`src/ffsup_pkg.sv`:
```
// Package for the flyback fault supervisor: variants, states and timing.
// Assumes a 20 MHz controller clock.
`default_nettype none
package ffsup_pkg;
  localparam int CLK_HZ = 20000000;
  localparam int CLK_KHZ = CLK_HZ / 1000;
  localparam int SOFTSTART_MS = 4;
  localparam int SOFTSTART_CYC = SOFTSTART_MS * CLK_KHZ;
  localparam int UV_BLANK_MS = 37;
  localparam int UV_BLANK_CYC = UV_BLANK_MS * CLK_KHZ;
  localparam int CONFIRM_US = 10;
  localparam int CONFIRM_CYC = CONFIRM_US * (CLK_HZ / 1000000);
  localparam int CLAMP_LO_KHZ = 80;
  localparam int CLAMP_HI_KHZ = 110;
  // Least switching period rounds up so the frequency never exceeds clamp.
  localparam int CLAMP_LO_CYC = (CLK_KHZ + CLAMP_LO_KHZ - 1) / CLAMP_LO_KHZ;
  localparam int CLAMP_HI_CYC = (CLK_KHZ + CLAMP_HI_KHZ - 1) / CLAMP_HI_KHZ;
  localparam int OC_DELAY_CYC = 2000000;
  localparam int HICCUP_CYC = 200000;
  localparam logic [2:0] PULSE_COUNT = 3'h4;
  localparam logic [2:0] MAX_LOCK_VALLEY = 3'h4;
  localparam int PEAK_W = 8;
  typedef enum logic [1:0] {
    FFSUP_VAR_A = 2'h0,
    FFSUP_VAR_B = 2'h1,
    FFSUP_VAR_C = 2'h2
  } ffsup_variant_t;
  typedef enum logic [1:0] {
    FFSUP_CLAMP_NONE = 2'h0,
    FFSUP_CLAMP_80 = 2'h1,
    FFSUP_CLAMP_110 = 2'h2
  } ffsup_clamp_t;
  typedef enum logic [4:0] {
    ST_IDLE = 5'h01,
    ST_SOFT = 5'h02,
    ST_RUN = 5'h04,
    ST_HICCUP = 5'h08,
    ST_LATCH = 5'h10
  } ffsup_state_t;
endpackage : ffsup_pkg
`default_nettype wire

```
`src/ffsup_count.sv`:
```
// Saturating consecutive-event counter with clear and done flag.
// Assumes step and clear are synchronous one-cycle qualifiers.
`default_nettype none
module ffsup_count #(
  parameter int WIDTH = 3,
  parameter logic [WIDTH-1:0] LIMIT = 3'h4
) (
  input wire logic clk_sys_in,
  input wire logic srst_in,
  input wire logic clear_in,
  input wire logic step_in,
  output logic done_out
);
  logic [WIDTH-1:0] cnt_reg;
  always_ff @(posedge clk_sys_in) begin
    if (srst_in || clear_in) begin
      cnt_reg <= '0;
    end else if (step_in && cnt_reg != LIMIT) begin
      cnt_reg <= cnt_reg + 1'b1;
    end
  end
  assign done_out = (cnt_reg == LIMIT);
endmodule // ffsup_count
`default_nettype wire

```
`src/ffsup_sync.sv`:
```
// Two-flop synchroniser bank for asynchronous comparator flags.
// Assumes inputs come from analog comparators outside the clock domain.
`default_nettype none
module ffsup_sync #(
  parameter int WIDTH = 8
) (
  input wire logic clk_sys_in,
  input wire logic srst_in,
  input wire logic [WIDTH-1:0] async_in,
  output logic [WIDTH-1:0] sync_out
);
  logic [WIDTH-1:0] meta_reg;
  genvar i;
  generate
    for (i = 0; i < WIDTH; i++) begin : g_bit
      always_ff @(posedge clk_sys_in) begin
        if (srst_in) begin
          meta_reg[i] <= 1'b0;
          sync_out[i] <= 1'b0;
        end else begin
          meta_reg[i] <= async_in[i];
          sync_out[i] <= meta_reg[i];
        end
      end
    end
  endgenerate
endmodule // ffsup_sync
`default_nettype wire

```
`src/ffsup_top.sv`:
```
// Fault supervisor and drive gating for a quasi-resonant flyback controller.
// Assumes comparator flags are asynchronous and srst_in is supply power-up.
`default_nettype none
module ffsup_top
  import ffsup_pkg::*;
#(
  parameter int OC_DELAY = OC_DELAY_CYC,
  parameter int HICCUP = HICCUP_CYC,
  parameter int SOFTSTART = SOFTSTART_CYC,
  parameter int UV_BLANK = UV_BLANK_CYC
) (
  input wire logic clk_sys_in,
  input wire logic srst_in,
  input wire ffsup_variant_t variant_in,
  input wire ffsup_clamp_t clamp_in,
  input wire logic turn_on_req_in,
  input wire logic valley_in,
  input wire logic [2:0] valley_target_in,
  input wire logic line_change_in,
  input wire logic overcurrent_in,
  input wire logic winding_short_level_in,
  input wire logic supply_overvoltage_level_in,
  input wire logic out_overvoltage_in,
  input wire logic undervoltage_in,
  input wire logic cc_mode_in,
  input wire logic zero_cross_sense_fault_in,
  input wire logic overtemp_level_in,
  input wire logic supply_reset_in,
  output logic gate_drive_out,
  output logic [PEAK_W-1:0] peak_limit_out,
  output logic supply_clamp_out,
  output logic [2:0] locked_valley_out,
  output logic valley_locked_out,
  output logic overcurrent_fault_out,
  output logic undervoltage_fault_out,
  output logic latched_out,
  output logic hiccup_out
);
  localparam logic [PEAK_W-1:0] PEAK_MAX = '1;
  localparam int PEAK_STEP = SOFTSTART / (1 << PEAK_W);

  logic [7:0] flag_s;
  logic oc_s, short_s, vccov_s, outov_s, uv_s, cc_s, zcd_s, hot_s;
  ffsup_state_t state_reg;
  logic [31:0] tmr_reg, oc_tmr_reg, blank_reg, period_reg, step_reg;
  logic [31:0] vcc_conf_reg, hot_conf_reg;
  logic [1:0] hiccup_cnt_reg;
  logic drive_reg, drive_d_reg;
  logic off_edge, on_edge, uv_blank_done;
  logic short_done, outov_done, clean_done;
  logic vcc_fault, hot_fault, uv_fault, oc_fault;
  logic latch_req, hiccup_req;
  logic [31:0] min_period;

  ffsup_sync #(.WIDTH(8)) u_sync (
    .clk_sys_in(clk_sys_in),
    .srst_in(srst_in),
    .async_in({overcurrent_in, winding_short_level_in,
      supply_overvoltage_level_in, out_overvoltage_in, undervoltage_in,
      cc_mode_in, zero_cross_sense_fault_in, overtemp_level_in}),
    .sync_out(flag_s)
  );
  assign {oc_s, short_s, vccov_s, outov_s, uv_s, cc_s, zcd_s, hot_s} = flag_s;

  assign on_edge = drive_reg && !drive_d_reg;
  assign off_edge = !drive_reg && drive_d_reg;

  // Consecutive-pulse counters sampled once per drive cycle at turn-off.
  ffsup_count #(.WIDTH(3), .LIMIT(PULSE_COUNT)) u_short (
    .clk_sys_in(clk_sys_in),
    .srst_in(srst_in),
    .clear_in(off_edge && !short_s),
    .step_in(off_edge && short_s),
    .done_out(short_done)
  );
  ffsup_count #(.WIDTH(3), .LIMIT(PULSE_COUNT)) u_outov (
    .clk_sys_in(clk_sys_in),
    .srst_in(srst_in),
    .clear_in((off_edge && !outov_s) || state_reg == ST_HICCUP),
    .step_in(off_edge && outov_s),
    .done_out(outov_done)
  );
  ffsup_count #(.WIDTH(3), .LIMIT(PULSE_COUNT)) u_clean (
    .clk_sys_in(clk_sys_in),
    .srst_in(srst_in),
    .clear_in(off_edge && (oc_s || short_s)),
    .step_in(off_edge && !oc_s && !short_s),
    .done_out(clean_done)
  );

  // Overcurrent timer runs while the overload persists.
  always_ff @(posedge clk_sys_in) begin
    if (srst_in || state_reg != ST_RUN && state_reg != ST_SOFT) begin
      oc_tmr_reg <= '0;
    end else if (clean_done) begin
      oc_tmr_reg <= '0;
    end else if (oc_s && oc_tmr_reg != 32'(OC_DELAY)) begin
      oc_tmr_reg <= oc_tmr_reg + 32'h1;
    end
  end
  assign oc_fault = (oc_tmr_reg == 32'(OC_DELAY));

  // Ten microsecond confirmation for temperature and for the supply overvoltage latch of variants A and C.
  always_ff @(posedge clk_sys_in) begin
    if (srst_in || !vccov_s) begin
      vcc_conf_reg <= '0;
    end else if (vcc_conf_reg != 32'(CONFIRM_CYC)) begin
      vcc_conf_reg <= vcc_conf_reg + 32'h1;
    end
  end
  always_ff @(posedge clk_sys_in) begin
    if (srst_in || !hot_s) begin
      hot_conf_reg <= '0;
    end else if (hot_conf_reg != 32'(CONFIRM_CYC)) begin
      hot_conf_reg <= hot_conf_reg + 32'h1;
    end
  end
  assign vcc_fault = (vcc_conf_reg == 32'(CONFIRM_CYC));
  assign hot_fault = (hot_conf_reg == 32'(CONFIRM_CYC));

  // Undervoltage blanking counted from the start of soft-start.
  always_ff @(posedge clk_sys_in) begin
    if (srst_in || state_reg == ST_IDLE) begin
      blank_reg <= '0;
    end else if (blank_reg != 32'(UV_BLANK)) begin
      blank_reg <= blank_reg + 32'h1;
    end
  end
  assign uv_blank_done = (blank_reg == 32'(UV_BLANK));
  assign uv_fault = uv_blank_done && uv_s && cc_s;

  // Variant decides latch versus auto-recovery for supply overvoltage, output overvoltage and undervoltage.
  always_comb begin
    latch_req = 1'b0;
    hiccup_req = 1'b0;
    if (state_reg == ST_RUN || state_reg == ST_SOFT) begin
      if (short_done) begin
        latch_req = 1'b1;
      end
      if (variant_in == FFSUP_VAR_B) begin
        hiccup_req = hiccup_req || vccov_s;
      end else if (vcc_fault) begin
        latch_req = 1'b1;
      end
      if (outov_done) begin
        if (variant_in == FFSUP_VAR_B) begin
          hiccup_req = 1'b1;
        end else begin
          latch_req = 1'b1;
        end
      end
      if (uv_fault) begin
        if (variant_in == FFSUP_VAR_C) begin
          latch_req = 1'b1;
        end else begin
          hiccup_req = 1'b1;
        end
      end
      if (oc_fault || hot_fault || (off_edge && zcd_s)) begin
        hiccup_req = 1'b1;
      end
    end
  end

  // Main fault state machine.
  always_ff @(posedge clk_sys_in) begin
    if (srst_in) begin
      state_reg <= ST_IDLE;
      tmr_reg <= '0;
      hiccup_cnt_reg <= 2'h0;
    end else begin
      case (state_reg)
        ST_IDLE: begin
          tmr_reg <= '0;
          state_reg <= ST_SOFT;
        end
        ST_SOFT, ST_RUN: begin
          if (latch_req) begin
            state_reg <= ST_LATCH;
          end else if (hiccup_req) begin
            state_reg <= ST_HICCUP;
            tmr_reg <= '0;
            hiccup_cnt_reg <= 2'h0;
          end else if (state_reg == ST_SOFT) begin
            tmr_reg <= tmr_reg + 32'h1;
            if (tmr_reg == 32'(SOFTSTART - 1)) begin
              state_reg <= ST_RUN;
            end
          end
        end
        ST_HICCUP: begin
          // Two hiccup periods; overtemperature holds until cooled.
          if (tmr_reg == 32'(HICCUP - 1)) begin
            tmr_reg <= '0;
            if (hiccup_cnt_reg == 2'h1 && !hot_s) begin
              state_reg <= ST_IDLE;
            end else if (hiccup_cnt_reg != 2'h1) begin
              hiccup_cnt_reg <= hiccup_cnt_reg + 2'h1;
            end
          end else begin
            tmr_reg <= tmr_reg + 32'h1;
          end
        end
        ST_LATCH: begin
          // Only the power-up reset releases the latch.
          state_reg <= ST_LATCH;
        end
        default: state_reg <= ST_IDLE;
      endcase
    end
  end

  // Soft-start peak ramp from zero to nominal.
  always_ff @(posedge clk_sys_in) begin
    if (srst_in || state_reg == ST_IDLE || state_reg == ST_HICCUP
        || state_reg == ST_LATCH) begin
      peak_limit_out <= '0;
      step_reg <= '0;
    end else if (state_reg == ST_RUN) begin
      peak_limit_out <= PEAK_MAX;
    end else if (step_reg == 32'(PEAK_STEP - 1)) begin
      step_reg <= '0;
      if (peak_limit_out != PEAK_MAX) begin
        peak_limit_out <= peak_limit_out + 1'b1;
      end
    end else begin
      step_reg <= step_reg + 32'h1;
    end
  end

  // Valley lock: hold a target of one to four until the line moves.
  always_ff @(posedge clk_sys_in) begin
    if (srst_in) begin
      locked_valley_out <= 3'h0;
      valley_locked_out <= 1'b0;
    end else if (valley_target_in > MAX_LOCK_VALLEY
                 || valley_target_in == 3'h0) begin
      valley_locked_out <= 1'b0;
      locked_valley_out <= 3'h0;
    end else if (!valley_locked_out || line_change_in) begin
      valley_locked_out <= 1'b1;
      locked_valley_out <= valley_target_in;
    end
  end

  always_comb begin
    case (clamp_in)
      FFSUP_CLAMP_80: min_period = 32'(CLAMP_LO_CYC);
      FFSUP_CLAMP_110: min_period = 32'(CLAMP_HI_CYC);
      default: min_period = 32'h0;
    endcase
  end

  // Drive: turn on in a valley, after the clamp period, during soft-start or run.
  always_ff @(posedge clk_sys_in) begin
    if (srst_in) begin
      drive_reg <= 1'b0;
      drive_d_reg <= 1'b0;
      period_reg <= '0;
    end else begin
      drive_d_reg <= drive_reg;
      if (on_edge) begin
        period_reg <= 32'h1;
      end else if (period_reg != 32'hFFFF_FFFF) begin
        period_reg <= period_reg + 32'h1;
      end
      if (latch_req || hiccup_req || oc_fault || vccov_s) begin
        drive_reg <= 1'b0;
      end else if (state_reg != ST_SOFT && state_reg != ST_RUN) begin
        drive_reg <= 1'b0;
      end else if (!drive_reg && turn_on_req_in && valley_in
                   && period_reg >= min_period) begin
        drive_reg <= 1'b1;
      end else if (drive_reg && !turn_on_req_in) begin
        drive_reg <= 1'b0;
      end
    end
  end

  assign gate_drive_out = drive_reg;
  assign supply_clamp_out = (state_reg == ST_LATCH);
  assign latched_out = (state_reg == ST_LATCH);
  assign hiccup_out = (state_reg == ST_HICCUP);
  assign overcurrent_fault_out = oc_fault;
  assign undervoltage_fault_out = uv_fault;

  AST_LATCH_HOLDS: assert property (@(posedge clk_sys_in) disable iff (srst_in)
    latched_out |=> latched_out && !gate_drive_out)
    else $error("Latch released without reset.");
  AST_VCC_STOP: assert property (@(posedge clk_sys_in) disable iff (srst_in)
    vccov_s |=> !gate_drive_out)
    else $error("Drive during supply overvoltage.");
  AST_OC_STOP: assert property (@(posedge clk_sys_in) disable iff (srst_in)
    oc_fault |=> !gate_drive_out ##0 hiccup_out)
    else $error("Overcurrent did not stop drive.");
  AST_B_NO_LATCH: assert property (@(posedge clk_sys_in) disable iff (srst_in)
    variant_in == FFSUP_VAR_B && !short_done |-> !latch_req)
    else $error("Variant B latched on a recoverable fault.");
  AST_SHORT_LATCH: assert property (@(posedge clk_sys_in)
    disable iff (srst_in)
    short_done && state_reg == ST_RUN |=> latched_out)
    else $error("Winding short did not latch.");
  AST_UV_BLANK: assert property (@(posedge clk_sys_in) disable iff (srst_in)
    !uv_blank_done |-> !uv_fault)
    else $error("Undervoltage seen during blanking.");
  AST_VALLEY_RANGE: assert property (@(posedge clk_sys_in)
    disable iff (srst_in)
    valley_locked_out |-> locked_valley_out <= MAX_LOCK_VALLEY)
    else $error("Locked valley above four.");
  AST_CLAMP_PERIOD: assert property (@(posedge clk_sys_in)
    disable iff (srst_in)
    $rose(gate_drive_out) |-> $past(period_reg) >= min_period)
    else $error("Switching frequency above clamp.");
endmodule // ffsup_top
`default_nettype wire

```
`config.mk`:
```
export PLATFORM = sky130hd
export DESIGN_NAME = ffsup_top
export DESIGN_NICKNAME = d
export VERILOG_FILES = /design/src/ffsup_pkg.sv /design/src/ffsup_count.sv /design/src/ffsup_sync.sv /design/src/ffsup_top.sv
export SDC_FILE = /design/constraint.sdc
export NUM_CORES = 1
export LEC_CHECK = 0
export BUFFER_PORTS_ARGS = -buffer_cell sky130_fd_sc_hd__buf_2
export CAP_MARGIN = 30
export CELL_PAD_IN_SITES_DETAIL_PLACEMENT = 0
export CELL_PAD_IN_SITES_GLOBAL_PLACEMENT = 1
export CORE_MARGIN = 3
export CORE_UTILIZATION = 35
export CTS_CLUSTER_DIAMETER = 50
export DETAILED_ROUTE_END_ITERATION = 16
export PLACE_DENSITY = 0.62
export REMOVE_ABC_BUFFERS = 1
export SLEW_MARGIN = 40
export SYNTH_ARGS = -nofsm -noshare
export SYNTH_HDL_FRONTEND = slang
export SYNTH_HIERARCHICAL = 1
export SYNTH_SLANG_ARGS = --single-unit
```
`constraint.sdc`:
```
create_clock -name clk_sys_in -period 2.85 [get_ports clk_sys_in]
set_clock_uncertainty 0.2 [all_clocks]
set_input_delay 0 -clock clk_sys_in [delete_from_list [all_inputs] [get_ports clk_sys_in]]
set_output_delay 0 -clock clk_sys_in [all_outputs]
set_load 0.1 [all_outputs]
```
# Word-level counts from Yosys, hierarchy flattened
# Cells that the tools add are included.
dict set report totals {
  register_bits 270
  latchBits 0
  ram_bits 0
  mem_bits_ro 0
  in_bits 21
  output_inout_bits 18
  word_cells 197
  n_memories 0
}
dict set report op_classes {
  addsub 12
  n_mul 0
  div 0
  magnitude_cmp 2
  n_eq_ne 41
  shift 0
  muxes 42
  n_bitwise 0
  reduce_logical 66
}
# cell n
set ops {}
lappend ops {{32-bit by 1-bit adder with 32-bit output (second input constant)} 7}
lappend ops {{32-bit 2-to-1 mux} 5}
lappend ops {{32-bit case mux with 3 select lines} 1}
lappend ops {{32-bit by 8-bit equality test with 1-bit output (second input constant)} 2}
lappend ops {{32-bit by 8-bit != test with 1-bit output (second input constant)} 2}
lappend ops {{32-bit by 17-bit equality test with 1-bit output (second input constant)} 1}
lappend ops {{32-bit by 18-bit equality test with 1-bit output (second input constant)} 1}
lappend ops {{32-bit by 20-bit equality test with 1-bit output (second input constant)} 1}
lappend ops {{32-bit by 21-bit equality test with 1-bit output (second input constant)} 1}
lappend ops {{32-bit by 9-bit equality test with 1-bit output (second input constant)} 1}
lappend ops {{32-bit by 8-bit greater-or-equal comparator with 1-bit output} 1}
lappend ops {{32-bit by 20-bit != test with 1-bit output (second input constant)} 1}
lappend ops {{32-bit by 21-bit != test with 1-bit output (second input constant)} 1}
lappend ops {{32-bit != test (second input constant)} 1}
lappend ops {{5-bit 2-to-1 mux} 6}
lappend ops {{8-bit 2-to-1 mux} 3}
lappend ops {{1-bit logical AND} 22}
lappend ops {{5-bit case mux with 4 select lines} 1}
lappend ops {{1-bit logical OR} 19}
lappend ops {{1-bit 2-to-1 mux} 19}
lappend ops {{8-bit case mux with 2 select lines} 1}
lappend ops {{3-bit != test (second input constant)} 4}
lappend ops {{2-bit 2-to-1 mux} 5}
lappend ops {{2-bit nonzero test} 5}
lappend ops {{28 further kinds} 52}

# Longest topological paths before layout
dict set report logic_depth {
  depth_word 13
  depth_mapped 11
  ltp_nobuf 11
}

# By module
# The synthesis kept the hierarchy.
# mod n_inst cells_per_inst area_per_inst_um2 seq_area_each_um2
set modules_own_cells {}
lappend modules_own_cells {ffsup_top 1 1416 11882.6 4904.7}
lappend modules_own_cells {ffsup_count 3 18 187.7 60.1}
lappend modules_own_cells {ffsup_sync 1 33 464.2 320.3}

# Least setup slack after synthesis
# OpenSTA, ideal clock, no wires.
dict set report synth_path {
  path_kind {reg-to-reg}
  start {reg oc_tmr_reg[0]}
  end {reg tmr_reg[23]}
  setup_ns 0.070
  arrival_ns 3.577
  path_slack_ns -0.996
  path_stages_with_launch 11
  path_buffers 1
  period_less_slack_ns 3.846
  cell_sequence {dfxtp_1 -> inv_1 -> ha_1 -> nor4b_1 -> nand4_1 -> nor2_1 -> a211oi_1 -> a31o_4 -> buf_6 -> or4_1 -> a21oi_1}
}
dict set report synth_via {
  elab_chain_cells 8
  word_cells_on_any_way 10
  cone_classes {2 x eq/ne; 5 x mux; 3 x reduce/logical}
}
# element line_no
set synth_rtl {}
lappend synth_rtl {{start, declared} ffsup_top.sv:45} ;# logic [31:0] tmr_reg, oc_tmr_reg, blank_reg, period_reg, step_reg;
lappend synth_rtl {{start signal, assigned} ffsup_top.sv:98} ;# oc_tmr_reg <= oc_tmr_reg + 32'h1;
lappend synth_rtl {{32-bit by 21-bit equality test with 1-bit output (*)} ffsup_top.sv:101} ;# assign oc_fault = (oc_tmr_reg == 32'(OC_DELAY));
lappend synth_rtl {{via overcurrent_fault_out} ffsup_top.sv:34} ;# output logic overcurrent_fault_out,
lappend synth_rtl {{1-bit logical OR (*) (2 in series)} ffsup_top.sv:159} ;# if (oc_fault || hot_fault || (off_edge && zcd_s)) begin
lappend synth_rtl {{1-bit 2-to-1 mux (*)} ffsup_top.sv:159}
lappend synth_rtl {{1-bit 2-to-1 mux (*)} ffsup_top.sv:136} ;# if (state_reg == ST_RUN || state_reg == ST_SOFT) begin
lappend synth_rtl {{32-bit 2-to-1 mux} ffsup_top.sv:180} ;# end else if (hiccup_req) begin
lappend synth_rtl {{32-bit 2-to-1 mux} ffsup_top.sv:178} ;# if (latch_req) begin
lappend synth_rtl {{32-bit case mux with 3 select lines} ffsup_top.sv:172} ;# case (state_reg)
lappend synth_rtl {{end signal, assigned} ffsup_top.sv:185} ;# tmr_reg <= tmr_reg + 32'h1;
lappend synth_rtl {{end signal, assigned} ffsup_top.sv:201} ;# tmr_reg <= tmr_reg + 32'h1;
lappend synth_rtl {{end, declared} ffsup_top.sv:45}
# Mark *: on every way through the listed nets, which the timed path passes. The rest lies on a longest branch. The select of a mux whose other input is x is not followed.
# A chain may end at the register's enable or synchronous reset.

# Worst setup path in the final report
dict set report layout_path {
  start {reg blank_reg[12]}
  end {reg tmr_reg[11]}
}
dict set report layout_via {
  elab_chain_cells 9
  word_cells_on_any_way 14
  cone_classes {3 x eq/ne; 8 x mux; 3 x reduce/logical}
}
# element line_no
set layout_rtl {}
lappend layout_rtl {{start, declared} ffsup_top.sv:45}
lappend layout_rtl {{start signal, assigned} ffsup_top.sv:126} ;# blank_reg <= blank_reg + 32'h1;
lappend layout_rtl {{32-bit by 20-bit equality test with 1-bit output (*)} ffsup_top.sv:129} ;# assign uv_blank_done = (blank_reg == 32'(UV_BLANK));
lappend layout_rtl {{1-bit logical AND (*) (2 in series)} ffsup_top.sv:130} ;# assign uv_fault = uv_blank_done && uv_s && cc_s;
lappend layout_rtl {{1-bit 2-to-1 mux} ffsup_top.sv:152} ;# if (uv_fault) begin
lappend layout_rtl {{1-bit 2-to-1 mux} ffsup_top.sv:159}
lappend layout_rtl {{1-bit 2-to-1 mux} ffsup_top.sv:136}
lappend layout_rtl {{32-bit 2-to-1 mux} ffsup_top.sv:180}
lappend layout_rtl {{32-bit 2-to-1 mux} ffsup_top.sv:178}
lappend layout_rtl {{32-bit case mux with 3 select lines} ffsup_top.sv:172}
# Mark *: on every way between the ends. The rest lies on a longest branch, timed or not. The select of a mux whose other input is x is not followed.

==> flow_summary.yaml <==
sta:
  relSlewSlack_pct: 57.7
  slew_violations: 0
  min_period_ns: 2.72
  post-route-period-util_pct: 95.3
  max_slew.worst_pin.slew_ns: 0.635
  fmax_mhz: 368
  report.final.setup_viol: 0
  rsz0062_at_grt: "true"
  hold-worst-slack_ns: 0.0463
  finalHoldViolCount: 0
floorplanning:
  die_w_um: 198
  initial_core_util_pct: 35.9
  boundaryPins: 39
  die-area_um2: 39200
  die_h_um: 198
  core_um2: 36000
  floorplan.rows: 69
route:
  drtPass1Iterations: 5
  route.detailed.drc: 0
  routed_wirelength_mm: 29.7
  drt_iter0_markers: 525
  via_count: 10700
  detail_route.wl_per_cell_um: 14.0
  antenna_left: 0
  vias_per_cell: 5.04
critical_path:
  worst_setup_path_end_kind: "flip-flop"
  required_ns: 3.12
  critPathLaunchType: "flip-flop"
  worstPathArrival_ns: 2.99
  worstPathMaxFanout: 8
  criticalPathCategory: "flip-flop to flip-flop"
yosys:
  synth_top_family_by_area: "simple AND/OR/NAND/NOR gates"
  synthSimpleGateAreaFrac_pct: 30.7
  synthesis.area_um2: 12900
  synthFlopType: "dfxtp_1"
  yosys_warnings: 6
  ys_async_sr_fraction_pct: 0
  yosysMostFrequentCell: "dfxtp_1"
  synth_edf_count: 0
  ys_types: 68
  synth_area_leaders: "dfxtp_1 42%, xor2_1 6.9%, nor2_1 6.3%, xnor2_1 4.8%, nand3_1 3.1%"
  synth_mux_area_share_pct: 1.31
  yosys-top-cells-count: "270 x dfxtp_1, 218 x nor2_1, 102 x xor2_1"
  synthCells: 1503
  synth_seq_cells: 270
  synth_fa_ha_area_share_pct: 2.71
  yosys.area.top_type: "dfxtp_1"
  synth_compound_gate_area_share_pct: 8.47
  synth_xor_area_share_pct: 11.7
  yosys.area.top_type_share_pct: 41.9
  ys_seq_area_share_pct: 41.9
  syn_avg_cell_area_um2: 8.59
global_routing:
  grt_pass1_wl_mm: 50.2
  antenna_found_initial: 2
  grt.overflow.total: 0
  track_usage_pct: 15.2
  grt_max_degree: 42
  grt_pass1_vias: 10400
cells_and_area:
  syn2layout_area_growth_pct: 22.9
  drive_gt1_share_pct: 14.0
  seq_area_um2: 5410
  multi_input_area_um2: 7250
  utilization_pct: 44.1
  fin_cells: 2131
  final_cell_area_um2: 15900
  nets: 1686
  fill_cells: 3520
placed_design:
  portBuffers: 37
  dp_cells: 2017
  placed_area_um2: 14000
  hpwl_mm: 19.6
  place.gp.congestion: 0.743
cts:
  numCtsBuffers: 39
  worstSkewPairLatency_ns: 0.55
  path_clk_slew_ns: 0.06
  cts_tree: "done"
  cts_sinks: 270
  cts_buffer_depth: 3
  h-tree-depth: 2
  cts-root-buf: "clkbuf_16"
power:
  pwr-share-comb_pct: 11.6
  totalPowerFinal_mw: 10.1
  seqPwrFrac_pct: 38.5
  power_density_nw_per_um2: 637
  power_switching_mw: 2.68
  internal-power_mw: 7.43
  ir_drop_mv: 0.328
  clock_power_share_pct: 49.9
  leakage_nw: 5.54
  swShare_pct: 26.5
worst_hold_path:
  min_path_type: "input port to flip-flop"
run_status:
  status: "finished clean"
flow_run:
  maxCapViolCount: 0
-- path summary, 6_finish.rpt --
check / start / slack [ns] / depth (start not counted) / to
max reg2reg: blank_reg[12] / 0.13 / 9 / tmr_reg[11]
min: clamp_in[0] / 0.05 / 6 / gate_drive_out
max: blank_reg[12] / 0.13 / 9 / tmr_reg[11]
min reg2reg: u_sync/meta_reg[0] / 0.25 / 1 / u_sync/sync_out[0]
-- cell type report --
| class | instances | area share (%) |
|---|---|---|
| well taps | 461 | 3.63 |
| flip-flops and latches | 270 | 34.1 |
| diodes | 2 | 0.0315 |
| clock inverters | 22 | 1.64 |
| multi-input cells | 1135 | 45.7 |
| clock buffers | 50 | 7.05 |
| inverters | 53 | 1.25 |
| repair buffers | 138 | 6.62 |
-- worst max-delay path: stages, from the launching register on --
cell	delay [ns]
dfxtp_1	0.33
nor4b_2	0.33
nand4_1	0.12
buf_4	0.18
o31ai_4	0.24
a22oi_2	0.12
buf_12	0.16
a31o_4	0.27
or4_1	0.51
a21oi_1	0.15
-- kinds of logic after synthesis --
| kind of cell | after synthesis |
|---|---|
| XOR/XNOR | 173 |
| buffers and inverters | 100 |
| multiplexers | 16 |
| adder cells (fa/ha/maj) | 28 |
| AND/OR/NAND/NOR | 739 |
| AO/OA/AOI/OAI | 177 |
| flip-flops | 270 |
-- what timing repair did --
action                     in CTS  in global routing
hold endpoints to repair       26                  0
hold buffers                   33                  0
setup endpoints to repair       0                 36
buffers inserted                0                  5
gates resized for setup         0                 26
-- layer usage --
layer / share of wire, % / global-route usage (%)
met1: 50 / 20.5
met2: 45 / 24.2
met3: 3.4 / 2.94
met4: 2.0 / 5.48
met5: 0 / 0
-- cell usage in the layout, fill, tap and decap left out, drive strengths merged, types with 46 or more instances in the layout --
cell type	count
dfxtp	270
nor2	218
buf	105
xor2	102
nand2	98
nand3	81
a21oi	74
xnor2	71
inv	56
nand4	51
clkbuf	50
o21ai	46
-- power groups by stage --
stage / Combinational, mW / Sequential (mW) / Clock [mW]
floorplan: 0.556 / 4.01 / 0
global placement: 0.987 / 3.98 / 0
detailed placement: 1.00 / 3.98 / 0
CTS: 1.04 / 3.90 / 5.22
global route: 1.30 / 3.90 / 5.37
finish: 1.17 / 3.90 / 5.05
-- per-stage QoR --
step	setup WS, ns	setup TNS [ns]
detailed placement	0.0318	0
finish	0.134	0
global route	-0.0604	-0.391
CTS	0.00893	0
global placement	0.108	0
floorplan	-1.60	-111.87
Power figures use the tool's default switching activity.
